$ cat config.mk
export PLATFORM = sky130hd
export DESIGN_NAME = tcpwm_top
export DESIGN_NICKNAME = d
export VERILOG_FILES = /design/src/verilog/tcpwm_pkg.sv /design/src/verilog/tcpwm_db_if.sv /design/src/verilog/tcpwm_deadband.sv /design/src/verilog/tcpwm_top.sv
export SDC_FILE = /design/constraint.sdc
export NUM_CORES = 1
export LEC_CHECK = 0
export ABC_CLOCK_PERIOD_IN_PS = 2300
export CORE_ASPECT_RATIO = 1.25
export CORE_MARGIN = 4
export CORE_UTILIZATION = 50
export CTS_CLUSTER_DIAMETER = 100
export DETAILED_ROUTE_END_ITERATION = 6
export DONT_BUFFER_PORTS = 1
export HOLD_SLACK_MARGIN = 0.12
export PLACE_DENSITY = 0.74
export SLEW_MARGIN = 25
export SYNTH_ARGS = -nofsm -noshare
export SYNTH_HDL_FRONTEND = slang
export SYNTH_HIERARCHICAL = 1
export SYNTH_SLANG_ARGS = --single-unit
$ cat constraint.sdc
create_clock -name mclk -period 2.3 [get_ports mclk]
set_input_delay 0 -clock mclk [delete_from_list [all_inputs] [get_ports mclk]]
set_output_delay 0 -clock mclk [all_outputs]
set_load 0.05 [all_outputs]
$ cat src/verilog/tcpwm_pkg.sv
// Constants and types shared by the timer/counter/PWM design files
// Assumes nothing beyond a SystemVerilog compiler
package tcpwm_pkg;

   localparam int          TCPWM_CNT_W    = 16;
   localparam int          TCPWM_DB_W     = 8;
   localparam int          TCPWM_SRC_N    = 4;
   localparam int          TCPWM_SRC_W    = 2;
   localparam logic [15:0] TCPWM_CNT_RST  = 16'h0000;
   localparam logic [15:0] TCPWM_CAP_RST  = 16'h0000;
   localparam logic [15:0] TCPWM_ZERO     = 16'h0000;
   localparam logic [7:0]  TCPWM_DB_ZERO  = 8'h00;
   // Source index that ticks on every mclk edge
   localparam logic [1:0]  TCPWM_SRC_MCLK = 2'h0;

   typedef enum logic [1:0]
   {
      TCPWM_MODE_FREE    = 2'b00,
      TCPWM_MODE_ONESHOT = 2'b01,
      TCPWM_MODE_GATED   = 2'b10
   } tcpwm_mode_t;

   typedef enum logic [2:0]
   {
      cmp_less_than       = 3'b000,
      cmp_less_or_same    = 3'b001,
      cmp_same_value      = 3'b010,
      cmp_greater_or_same = 3'b011,
      cmp_greater_than    = 3'b100
   } tcpwm_cmp_t;

   typedef enum logic [1:0]
   {
      TCPWM_DB_LOW   = 2'b00,
      TCPWM_DB_WAITP = 2'b01,
      TCPWM_DB_HIGH  = 2'b10,
      TCPWM_DB_WAITN = 2'b11
   } tcpwm_db_st_t;

endpackage : tcpwm_pkg

$ cat src/verilog/tcpwm_db_if.sv
// Interface between the counter core and its deadband generator
// Assumes both ends share mclk
`timescale 1ns/1ns
interface tcpwm_db_if;
   import tcpwm_pkg::*;

   logic                  pwm_raw;
   logic                  kill;
   logic                  comp_en;
   logic [TCPWM_DB_W-1:0] dead;
   logic                  pwm_pos;
   logic                  pwm_neg;

   modport core
   (
      output pwm_raw,
      output kill,
      output comp_en,
      output dead,
      input  pwm_pos,
      input  pwm_neg
   );

   modport gen
   (
      input  pwm_raw,
      input  kill,
      input  comp_en,
      input  dead,
      output pwm_pos,
      output pwm_neg
   );

endinterface : tcpwm_db_if

$ cat src/verilog/tcpwm_deadband.sv
// Complementary PWM pair with deadband and kill
// Assumes pwm_raw is registered and synchronous to mclk
`timescale 1ns/1ns
module tcpwm_deadband
   import tcpwm_pkg::*;
(
   input  wire logic mclk,
   input  wire logic rst,
   tcpwm_db_if.gen   dbi
);

   tcpwm_db_st_t          st_r;
   logic [TCPWM_DB_W-1:0] dcnt_r;
   logic                  pos_r;
   logic                  neg_r;

   ////////////////////////////////////////////////////////////////////////
   // Both outputs go low for dead+1 cycles at every edge of the raw PWM
   always_ff @(posedge mclk or posedge rst)
   begin
      if (rst)
      begin
         st_r   <= TCPWM_DB_LOW;
         dcnt_r <= TCPWM_DB_ZERO;
      end
      else
      begin
         case (st_r)
            TCPWM_DB_LOW:
            begin
               if (dbi.pwm_raw)
               begin
                  st_r   <= TCPWM_DB_WAITP;
                  dcnt_r <= dbi.dead;
               end
            end
            TCPWM_DB_WAITP, TCPWM_DB_WAITN:
            begin
               // A reversal mid-gap restarts the gap the other way
               if (dbi.pwm_raw != (st_r == TCPWM_DB_WAITP))
               begin
                  st_r   <= (st_r == TCPWM_DB_WAITP) ? TCPWM_DB_WAITN
                                                     : TCPWM_DB_WAITP;
                  dcnt_r <= dbi.dead;
               end
               else if (dcnt_r == TCPWM_DB_ZERO)
                  st_r <= (st_r == TCPWM_DB_WAITP) ? TCPWM_DB_HIGH
                                                   : TCPWM_DB_LOW;
               else
                  dcnt_r <= dcnt_r - 8'h01;
            end
            TCPWM_DB_HIGH:
            begin
               if (!dbi.pwm_raw)
               begin
                  st_r   <= TCPWM_DB_WAITN;
                  dcnt_r <= dbi.dead;
               end
            end
            default:
            begin
               st_r   <= TCPWM_DB_LOW;
               dcnt_r <= TCPWM_DB_ZERO;
            end
         endcase
      end
   end

   ////////////////////////////////////////////////////////////////////////
   // Kill wins over everything so a fault parks both switches off
   always_ff @(posedge mclk or posedge rst)
   begin
      if (rst)
      begin
         pos_r <= 1'b0;
         neg_r <= 1'b0;
      end
      else
      begin
         pos_r <= !dbi.kill && (st_r == TCPWM_DB_HIGH);
         neg_r <= !dbi.kill && dbi.comp_en
                  && (st_r == TCPWM_DB_LOW);
      end
   end

   assign dbi.pwm_pos = pos_r;
   assign dbi.pwm_neg = neg_r;

endmodule : tcpwm_deadband

$ cat src/verilog/tcpwm_top.sv
// One 16-bit down-counting timer/counter/PWM channel
// Assumes all inputs synchronous to mclk; configuration held static
// while running. Instantiate four times for the full peripheral.
// Clock sources arrive as levels from routed logic already in the mclk
// domain; nothing here synchronises them.
//
// What this block does
// - Sixteen-bit counter, decrement only
// - Compare, terminal count, optional complement outputs
// - Free run, one shot, enable-gated modes
// - Reset, capture inputs; kill forces PWM inactive
// - Capture latches all sixteen counter bits
// - Compare relation selectable among five kinds
// - Reload period on start, reset, terminal count
// - Gated mode counts only while enable high
// - One shot stops after one period
// - Complementary outputs separated by deadband
// - Counting clock selected from several sources
`timescale 1ns/1ns
module tcpwm_top
   import tcpwm_pkg::*;
#(
   parameter int CNT_W = TCPWM_CNT_W,
   parameter int SRC_N = TCPWM_SRC_N
)
(
   input  wire logic                   mclk,
   input  wire logic                   rst,
   input  wire logic [SRC_N-1:0]       clk_src,
   input  wire logic [TCPWM_SRC_W-1:0] clk_sel,
   input  wire logic [1:0]             run_mode,
   input  wire logic [2:0]             cmp_sel,
   input  wire logic                   comp_en,
   input  wire logic [TCPWM_DB_W-1:0]  dead_cycles,
   input  wire logic [CNT_W-1:0]       period,
   input  wire logic [CNT_W-1:0]       compare,
   input  wire logic                   start,
   input  wire logic                   cnt_reset,
   input  wire logic                   capture,
   input  wire logic                   enable_in,
   input  wire logic                   kill,
   output logic                        cmp_out,
   output logic                        cmp_n_out,
   output logic                        tc_out,
   output logic                        running,
   output logic [CNT_W-1:0]            count_val,
   output logic [CNT_W-1:0]            capture_val
);

   ////////////////////////////////////////////////////////////////////////
   // Compare relation, applied to the registered count

   function automatic logic cmp_hit
   (
      input logic [CNT_W-1:0] cnt,
      input logic [CNT_W-1:0] ref_v,
      input logic [2:0]       sel
   );
      logic hit;
      hit = 1'b0;
      case (sel)
         cmp_less_than:       hit = cnt <  ref_v;
         cmp_less_or_same:    hit = cnt <= ref_v;
         cmp_same_value:      hit = cnt == ref_v;
         cmp_greater_or_same: hit = cnt >= ref_v;
         cmp_greater_than:    hit = cnt >  ref_v;
         default:             hit = 1'b0;
      endcase
      return hit;
   endfunction : cmp_hit

   // Mode decode for the run logic
   function automatic logic mode_oneshot
   (
      input logic [1:0] mode
   );
      return mode == TCPWM_MODE_ONESHOT;
   endfunction : mode_oneshot

   // Counter state

   logic [CNT_W-1:0] cnt_r;
   logic [CNT_W-1:0] cnt_nxt;
   logic [CNT_W-1:0] cap_r;
   logic [CNT_W-1:0] cap_nxt;
   logic             run_r;
   logic             run_nxt;
   logic             tc_r;
   logic             tc_nxt;
   logic             pwm_r;
   logic             pwm_nxt;

   // Edge and tick decode

   logic             start_prev_r;
   logic             cap_prev_r;
   logic [SRC_N-1:0] src_rise;
   logic             tick;
   logic             start_rise;
   logic             cap_rise;
   logic             advance;
   logic             at_zero;
   genvar            gi;

   tcpwm_db_if dbi ();

   ////////////////////////////////////////////////////////////////////////
   // Clock source selection. Sources are sampled levels: a rising edge of
   // the chosen one is a counting tick, so a source can run at most at
   // half the mclk rate. Index zero ticks on every mclk edge instead.
   // Each source keeps its own edge detector, so moving clk_sel cannot
   // fake a tick from the level that the old source had.

   generate
      for (gi = 0; gi < SRC_N; gi++)
      begin : g_src
         logic prev_r;

         always_ff @(posedge mclk or posedge rst)
         begin
            if (rst)
               prev_r <= 1'b0;
            else
               prev_r <= clk_src[gi];
         end

         assign src_rise[gi] = clk_src[gi] && !prev_r;
      end
   endgenerate

   assign tick = (clk_sel == TCPWM_SRC_MCLK)
                 || src_rise[clk_sel];

   ////////////////////////////////////////////////////////////////////////
   // Start and capture act on rising edges of their levels

   always_ff @(posedge mclk or posedge rst)
   begin
      if (rst)
         start_prev_r <= 1'b0;
      else
         start_prev_r <= start;
   end

   always_ff @(posedge mclk or posedge rst)
   begin
      if (rst)
         cap_prev_r <= 1'b0;
      else
         cap_prev_r <= capture;
   end

   assign start_rise = start && !start_prev_r;
   assign cap_rise   = capture && !cap_prev_r;
   assign at_zero    = (cnt_r == TCPWM_ZERO);

   // Gated mode only moves on ticks with enable high
   always_comb
   begin
      advance = 1'b0;
      if (run_r && tick)
      begin
         case (run_mode)
            TCPWM_MODE_GATED:
               advance = enable_in;
            default:
               advance = 1'b1;
         endcase
      end
   end

   ////////////////////////////////////////////////////////////////////////
   // Run state. Dropping start stops the counter where it stands.
   // One shot clears run on the reload tick, so the count rests at period.

   always_comb
   begin
      run_nxt = run_r;
      if (!start)
         run_nxt = 1'b0;
      else if (start_rise)
         run_nxt = 1'b1;
      else if (advance && at_zero && mode_oneshot(run_mode))
         run_nxt = 1'b0;
   end

   always_ff @(posedge mclk or posedge rst)
   begin
      if (rst)
         run_r <= 1'b0;
      else
         run_r <= run_nxt;
   end

   ////////////////////////////////////////////////////////////////////////
   // Counter. Reset input and start share one reload, which beats counting.
   // Reload lands on the tick after zero: period+1 ticks make a cycle.

   always_comb
   begin
      cnt_nxt = cnt_r;
      if (cnt_reset || start_rise)
         cnt_nxt = period;
      else if (advance)
      begin
         if (at_zero)
            cnt_nxt = period;
         else
            cnt_nxt = cnt_r - {{(CNT_W-1){1'b0}}, 1'b1};
      end
   end

   always_ff @(posedge mclk or posedge rst)
   begin
      if (rst)
         cnt_r <= TCPWM_CNT_RST;
      else
         cnt_r <= cnt_nxt;
   end

   ////////////////////////////////////////////////////////////////////////
   // Terminal count: one mclk pulse on the tick that lands on zero.
   // It stays one mclk wide even with a slow source, so downstream
   // logic sees an event rather than a level.

   always_comb
   begin
      tc_nxt = 1'b0;
      if (advance && !at_zero && !cnt_reset)
         tc_nxt = (cnt_nxt == TCPWM_ZERO);
   end

   always_ff @(posedge mclk or posedge rst)
   begin
      if (rst)
         tc_r <= 1'b0;
      else
         tc_r <= tc_nxt;
   end

   ////////////////////////////////////////////////////////////////////////
   // Capture holds the whole count, not just a low byte

   always_comb
   begin
      cap_nxt = cap_r;
      if (cap_rise)
         cap_nxt = cnt_r;
   end

   always_ff @(posedge mclk or posedge rst)
   begin
      if (rst)
         cap_r <= TCPWM_CAP_RST;
      else
         cap_r <= cap_nxt;
   end

   ////////////////////////////////////////////////////////////////////////
   // Comparator on the registered count; kill clamps it low.
   // Comparing the registered count costs a cycle of lag but keeps the
   // compare off the decrement path.

   always_comb
   begin
      pwm_nxt = 1'b0;
      if (!kill)
         pwm_nxt = cmp_hit(cnt_r, compare, cmp_sel);
   end

   always_ff @(posedge mclk or posedge rst)
   begin
      if (rst)
         pwm_r <= 1'b0;
      else
         pwm_r <= pwm_nxt;
   end

   ////////////////////////////////////////////////////////////////////////
   // Deadband stage and its wiring

   assign dbi.pwm_raw = pwm_r;
   assign dbi.kill    = kill;
   assign dbi.comp_en = comp_en;
   assign dbi.dead    = dead_cycles;

   tcpwm_deadband u_db
   (
      .mclk (mclk),
      .rst  (rst),
      .dbi  (dbi)
   );

   ////////////////////////////////////////////////////////////////////////
   // Outputs, all from flip-flops. Count and capture are plain
   // registers, so reading them never disturbs counting.

   assign cmp_out     = dbi.pwm_pos;
   assign cmp_n_out   = dbi.pwm_neg;
   assign tc_out      = tc_r;
   assign running     = run_r;
   assign count_val   = cnt_r;
   assign capture_val = cap_r;

endmodule : tcpwm_top

# After elaboration in Yosys (flattened, before gate mapping)
# Cells that the tools add are included.
[totals]
reg_bits = 53
in_bits = 59
output_inout_bits = 36
word_cells = 97
[op_classes]
n_addsub = 2
order_cmp = 5
n_eq_ne = 16
muxes = 25
reduce_logical = 34
[ops]
columns = ["cell", "n"]
rows = [
  ["16-bit 2-to-1 mux", 3],
  ["16-bit logical NOT", 2],
  ["8-bit 2-to-1 mux", 4],
  ["8-bit case mux with 3 select lines", 1],
  ["16-bit equality test", 1],
  ["16-bit >= comparator", 1],
  ["16-bit greater-than comparator", 1],
  ["16-bit <= comparator", 1],
  ["16-bit < comparator", 1],
  ["16-bit by 1-bit subtractor with 16-bit output, second input constant", 1],
  ["1-bit logical AND", 14],
  ["2-bit 2-to-1 mux", 6],
  ["1-bit logical NOT", 9],
  ["8-bit logical NOT", 1],
  ["1-bit 2-to-1 mux", 8],
  ["8-bit by 1-bit subtractor with 8-bit output, second input constant", 1],
  ["2-bit equality test, second input constant", 3],
  ["3-bit by 2-bit equality test with 1-bit output, second input constant", 2],
  ["3-bit by 1-bit != test with 1-bit output, second input constant", 2],
  ["2-bit case mux with 3 select lines", 1],
  ["3-bit AND reduction", 2],
  ["1-bit case mux with 5 select lines", 1],
  ["2-bit by 1-bit equality test with 1-bit output, second input constant", 2],
  ["2-bit logical NOT", 2],
  ["10 further kinds", 12],
]

# Longest topological paths before layout
[depth]
ltp_word = 12
mapped_depth = 10
mapped_depth_nobuf = 9

# By module
# Netlist, hierarchy kept.
[modules_own_cells]
columns = ["mod", "instances", "cells_per_inst", "area_per_inst_um2", "seq_area_each_um2"]
rows = [
  ["tcpwm_top", 1, 263, 2572.5, 1001.0],
  ["tcpwm_deadband", 1, 93, 915.9, 300.3],
]

# Worst setup path before layout
# Ideal clock, no wire load.
[synth_timing]
path_kind = "register to register"
startpoint = "register cnt_r[0] (netlist: count_val[0])"
endpoint = "register tc_r (netlist: tc_out)"
setup_time_ps = 96
t_arrival_ps = 2635
t_required_ps = 2204
slack_ps = -431
stages_incl_launch_ff = 10
path_buffers = 0
synth_period_minus_slack_ps = 2731
cell_sequence = "dfrtp_1 inv_1 ha_1 nor3b_2 nand2_1 a2111oi_0 xnor2_1 a2bb2oi_1 o2111ai_1 nor4_2"
[synth_between]
elab_chain_cells = 6
word_cells_on_any_way = 10
cone_classes = "add/sub: 1; mux: 4; reduce/logical: 5"
[synth_rtl]
columns = ["item", "line", "rtl"]
rows = [
  ["start: declaration", "tcpwm_top.sv:82", "logic [CNT_W-1:0] cnt_r;"],
  ["start signal: assignment", "tcpwm_top.sv:218", "cnt_r <= cnt_nxt;"],
  ["16-bit by 1-bit subtractor with 16-bit output / 16-bit logical NOT (equally long branches)", "tcpwm_top.sv:209, tcpwm_top.sv:155", ""],
  ["16-bit 2-to-1 mux", "tcpwm_top.sv:206", "if (at_zero)"],
  ["16-bit 2-to-1 mux", "tcpwm_top.sv:204", "else if (advance)"],
  ["16-bit 2-to-1 mux", "tcpwm_top.sv:202", "if (cnt_reset || start_rise)"],
  ["16-bit logical NOT", "tcpwm_top.sv:230", "tc_nxt = (cnt_nxt == TCPWM_ZERO);"],
  ["1-bit 2-to-1 mux *", "tcpwm_top.sv:229", "if (advance && !at_zero && !cnt_reset)"],
  ["via tc_nxt", "tcpwm_top.sv:89", "logic tc_nxt;"],
  ["end signal: assignment", "tcpwm_top.sv:238", "tc_r <= tc_nxt;"],
  ["end: declaration", "tcpwm_top.sv:88", "logic tc_r;"],
]
# Mark *: on every way through the listed nets, which the timed path passes. The rest lies on a longest branch.
# A chain may end at the register's enable or synchronous reset.

# Worst setup path after layout
[layout_timing]
startpoint = "register cnt_r[5] (netlist: count_val[5])"
endpoint = "register tc_r (netlist: tc_out)"
# The elaborated chain is that of the path after synthesis.

==> impl_metrics.json <==
{
  "p_per_area_mw_per_mm2": 774,
  "grt_pass1_vias": 3439,
  "grt-ovfl-total": 0,
  "grt_use_met1": 0.304,
  "crit_path_start_kind": "register",
  "drv_slew": 0,
  "setup.worst_path.end": "tc_out",
  "fp.dieW_um": 82.7,
  "rsz0062_at_grt": "yes",
  "clockBufferDepth": 2,
  "synth_flop_cell": "dfrtp_1",
  "pin_count": 95,
  "yosys_warnings": 6,
  "start_util": 0.522,
  "postSynthCellCount": 356,
  "endpoint_kind": "register",
  "port-buffer-count": 0,
  "grtUsageMet3": 0.0516,
  "first_pass_iters": 4,
  "final_cell_mix": "55 x buf_4, 43 x dfrtp_1, 38 x dlygate4sd3_1, 37 x inv_1",
  "drc_errors": 0,
  "place.gp.congestion": 0.950,
  "leakage_uw": 0.00209,
  "clk_latency_ns": 0.31,
  "root_buffer": "clkbuf_8",
  "drive_gt1_frac": 0.322,
  "r2r_end": "tc_out",
  "dpl_worst_slack_ns": -0.152,
  "reg2reg_slack_ns": -0.07,
  "num_vias": 3299,
  "grt_usage": 0.262,
  "worst_slack_ns": -0.0746,
  "cap_violations": 0,
  "grtUsageMet2": 0.484,
  "num_antenna_cells": 0,
  "avgSynthCellArea_um2": 9.80,
  "slew_headroom": 0.411,
  "synth.distinct_cells": 76,
  "drt_iter0_drc": 173,
  "critPathKind": "reg -> reg",
  "grt_max_degree": 26,
  "peakVddDrop_uv": 456,
  "coreArea_mm2": 0.00669,
  "final_util": 0.698,
  "tns_ns": -0.0746,
  "wl_per_cell_um": 20.1,
  "synth.net_count": 439,
  "cts_tree": "done",
  "hold_viol": 0,
  "wirelength_um": 10800,
  "syn_area_mm2": 0.00349,
  "cts_made_buffers": 5,
  "timing.rr.start": "count_val[5]",
  "worstMarginPinSlew_ns": 0.878,
  "violations": "negative setup slack",
  "viasPerCell": 6.14,
  "fin_crit_ns": 2.37,
  "ff2ff_path_depth": 8,
  "top_usage_layer": "met2",
  "clock_sinks": 52,
  "syn_to_final_growth_pct": 33.8,
  "period_share": 1.03,
  "cp.arrival_ns": 2.59,
  "min_from": "period[0]",
  "crit_start": "count_val[5]",
  "clk_pin_slew_ns": 0.10,
  "cts_max_level": 2,
  "synth_edf_count": 0,
  "synth-seq-cells": 52,
  "seq_area_mm2": 0.00131,
  "crit_fanout": 5,
  "async_reset_ff_frac": 1.00,
  "final_common_cell": "buf_4",
  "dp_hpwl_um": 8020,
  "fill_cells": 514,
  "std_cell_rows": 33,
  "antenna_found_initial": 0,
  "die_h_um": 101,
  "min_path_cells": 5,
  "ant_nets": 0,
  "critical_path_required_ns": 2.52,
  "skew_ns": 0.0110,
  "grt_pass1_wl_um": 16800,
  "holdCritPathClass": "in -> reg",
  "dieArea_mm2": 0.00839,
  "nNetsFinal": 532,
  "setup_viol": 1,
  "max_freq_ghz": 0.421,
  "yosysSeqAreaShare": 0.373,
  "multi_input_area_mm2": 0.00218,
  "outcome": "complete, but fails checks"
}
-- cells in the mapped netlist, types with 2 or more instances --
master / number / share of area
o41ai_1: 2 / 0.0050
nor3_1: 10 / 0.014
or4_1: 2 / 0.0043
a2111oi_0: 3 / 0.0075
nand2b_1: 4 / 0.0072
o2111ai_1: 4 / 0.010
nor4_1: 7 / 0.013
a2bb2oi_1: 4 / 0.010
buf_2: 3 / 0.0043
a31oi_1: 3 / 0.0054
and4_1: 5 / 0.013
a21o_1: 8 / 0.017
xnor2_1: 3 / 0.0075
o21ai_0: 10 / 0.014
nand4_1: 7 / 0.013
buf_6: 2 / 0.0065
inv_1: 41 / 0.044
or4_4: 2 / 0.0065
nor2_1: 15 / 0.016
or3_1: 2 / 0.0036
ha_1: 24 / 0.086
a41oi_1: 2 / 0.0050
nand2_1: 24 / 0.026
and3_1: 2 / 0.0036
nor3b_1: 3 / 0.0065
a211oi_2: 2 / 0.0072
a221oi_1: 4 / 0.010
clkbuf_1: 6 / 0.0065
and2_1: 2 / 0.0036
nor2b_1: 7 / 0.013
nor4_2: 3 / 0.011
nand3_1: 4 / 0.0057
mux2i_1: 3 / 0.0086
mux2_2: 17 / 0.055
a211o_1: 2 / 0.0050
a211oi_1: 3 / 0.0065
a21oi_1: 18 / 0.026
o2bb2ai_1: 4 / 0.010
dfrtp_1: 52 / 0.37
-- through the flow --
| stage | instances | instance area [um^2] | power [uW] | hold WS, ns |
|---|---|---|---|---|
| 3_3_place_gp | 486 | 4020 | 2930 | -0.0651 |
| 4_1_cts | 533 | 4530 | 3580 | 0.154 |
| 2_1_floorplan | 356 | 3560 | 2610 | -0.135 |
| 6_report | 537 | 4670 | 3610 | 0.147 |
| 3_5_place_dp | 486 | 4020 | 2990 | -0.0464 |
| 5_1_grt | 537 | 4670 | 3830 | 0.149 |
-- logic make-up (layout without fill, tap and decap cells) --
kind of cell,after synthesis,count (layout),synth area share
and+or+nand+nor,111,111,0.195
AOI/OAI and AO/OA,91,91,0.206
buffers and inverters,53,147,0.0624
DFF,52,52,0.373
adders and majority gates,24,24,0.0861
muxes,21,21,0.0678
xor gates and xnor gates,4,4,0.0100
-- worst max-delay path: stages (launching register included) --
cell       delay [ns]
dfrtp_2          0.42
buf_4            0.16
nor3_2           0.25
nand2_2          0.14
a2111oi_2        0.38
mux2i_1          0.23
a2bb2oi_1        0.24
nand4_1          0.16
nor4_2           0.29
-- timing repair --
action | CTS | global route
setup endpoints to repair | 2 | 6
cloned | 0 | 1
pin swaps | 5 | 11
hold buffers | 38 | 0
endpoints found under the hold margin | 70 | 0
buffers inserted | 1 | 3
resized for setup | 9 | 24
-- routing by layer --
| layer | vias up | part of all wire |
|---|---|---|
| met1 | 1648 | 0.38 |
| met5 | - | 0 |
| li1 | 1508 | - |
| met4 | 0 | 0.018 |
| met3 | 18 | 0.059 |
| met2 | 125 | 0.54 |
-- report_power, final --
part           internal (uW)  switching, uW  total (uW)
Sequential              1100            440        1540
Clock                    218            307         524
Combinational            695            851        1550
Total                   2020           1600        3610
-- worst min path at each step --
stage | slack (ns) | to
final | 0.15 | tc_out
after global routing | 0.15 | tc_out
after CTS | 0.15 | tc_out
after detailed placement | -0.05 | u_db/dcnt_r[4]
after global placement | -0.07 | u_db/dcnt_r[4]
after floorplan | -0.14 | u_db/dbi.pwm_neg
-- registers in the layout (all words and copies together), names as in the netlist --
signal	cells
capture_val	16
dbi.pwm_raw	1
g_src.prev_r	3
u_db/dcnt_r	8
tc_out	1
u_db/st_r	2
u_db/dbi.pwm_pos	1
running	1
start_prev_r	1
u_db/dbi.pwm_neg	1
count_val	16
cap_prev_r	1
-- final cells by class --
class | instances | share of cell area
inverters | 42 | 0.0338
multi-input cells | 251 | 0.466
flip-flops and latches | 52 | 0.281
well taps | 87 | 0.0233
clock buffers | 8 | 0.0172
repair buffers | 97 | 0.178
(Power assumes the default switching activity.)
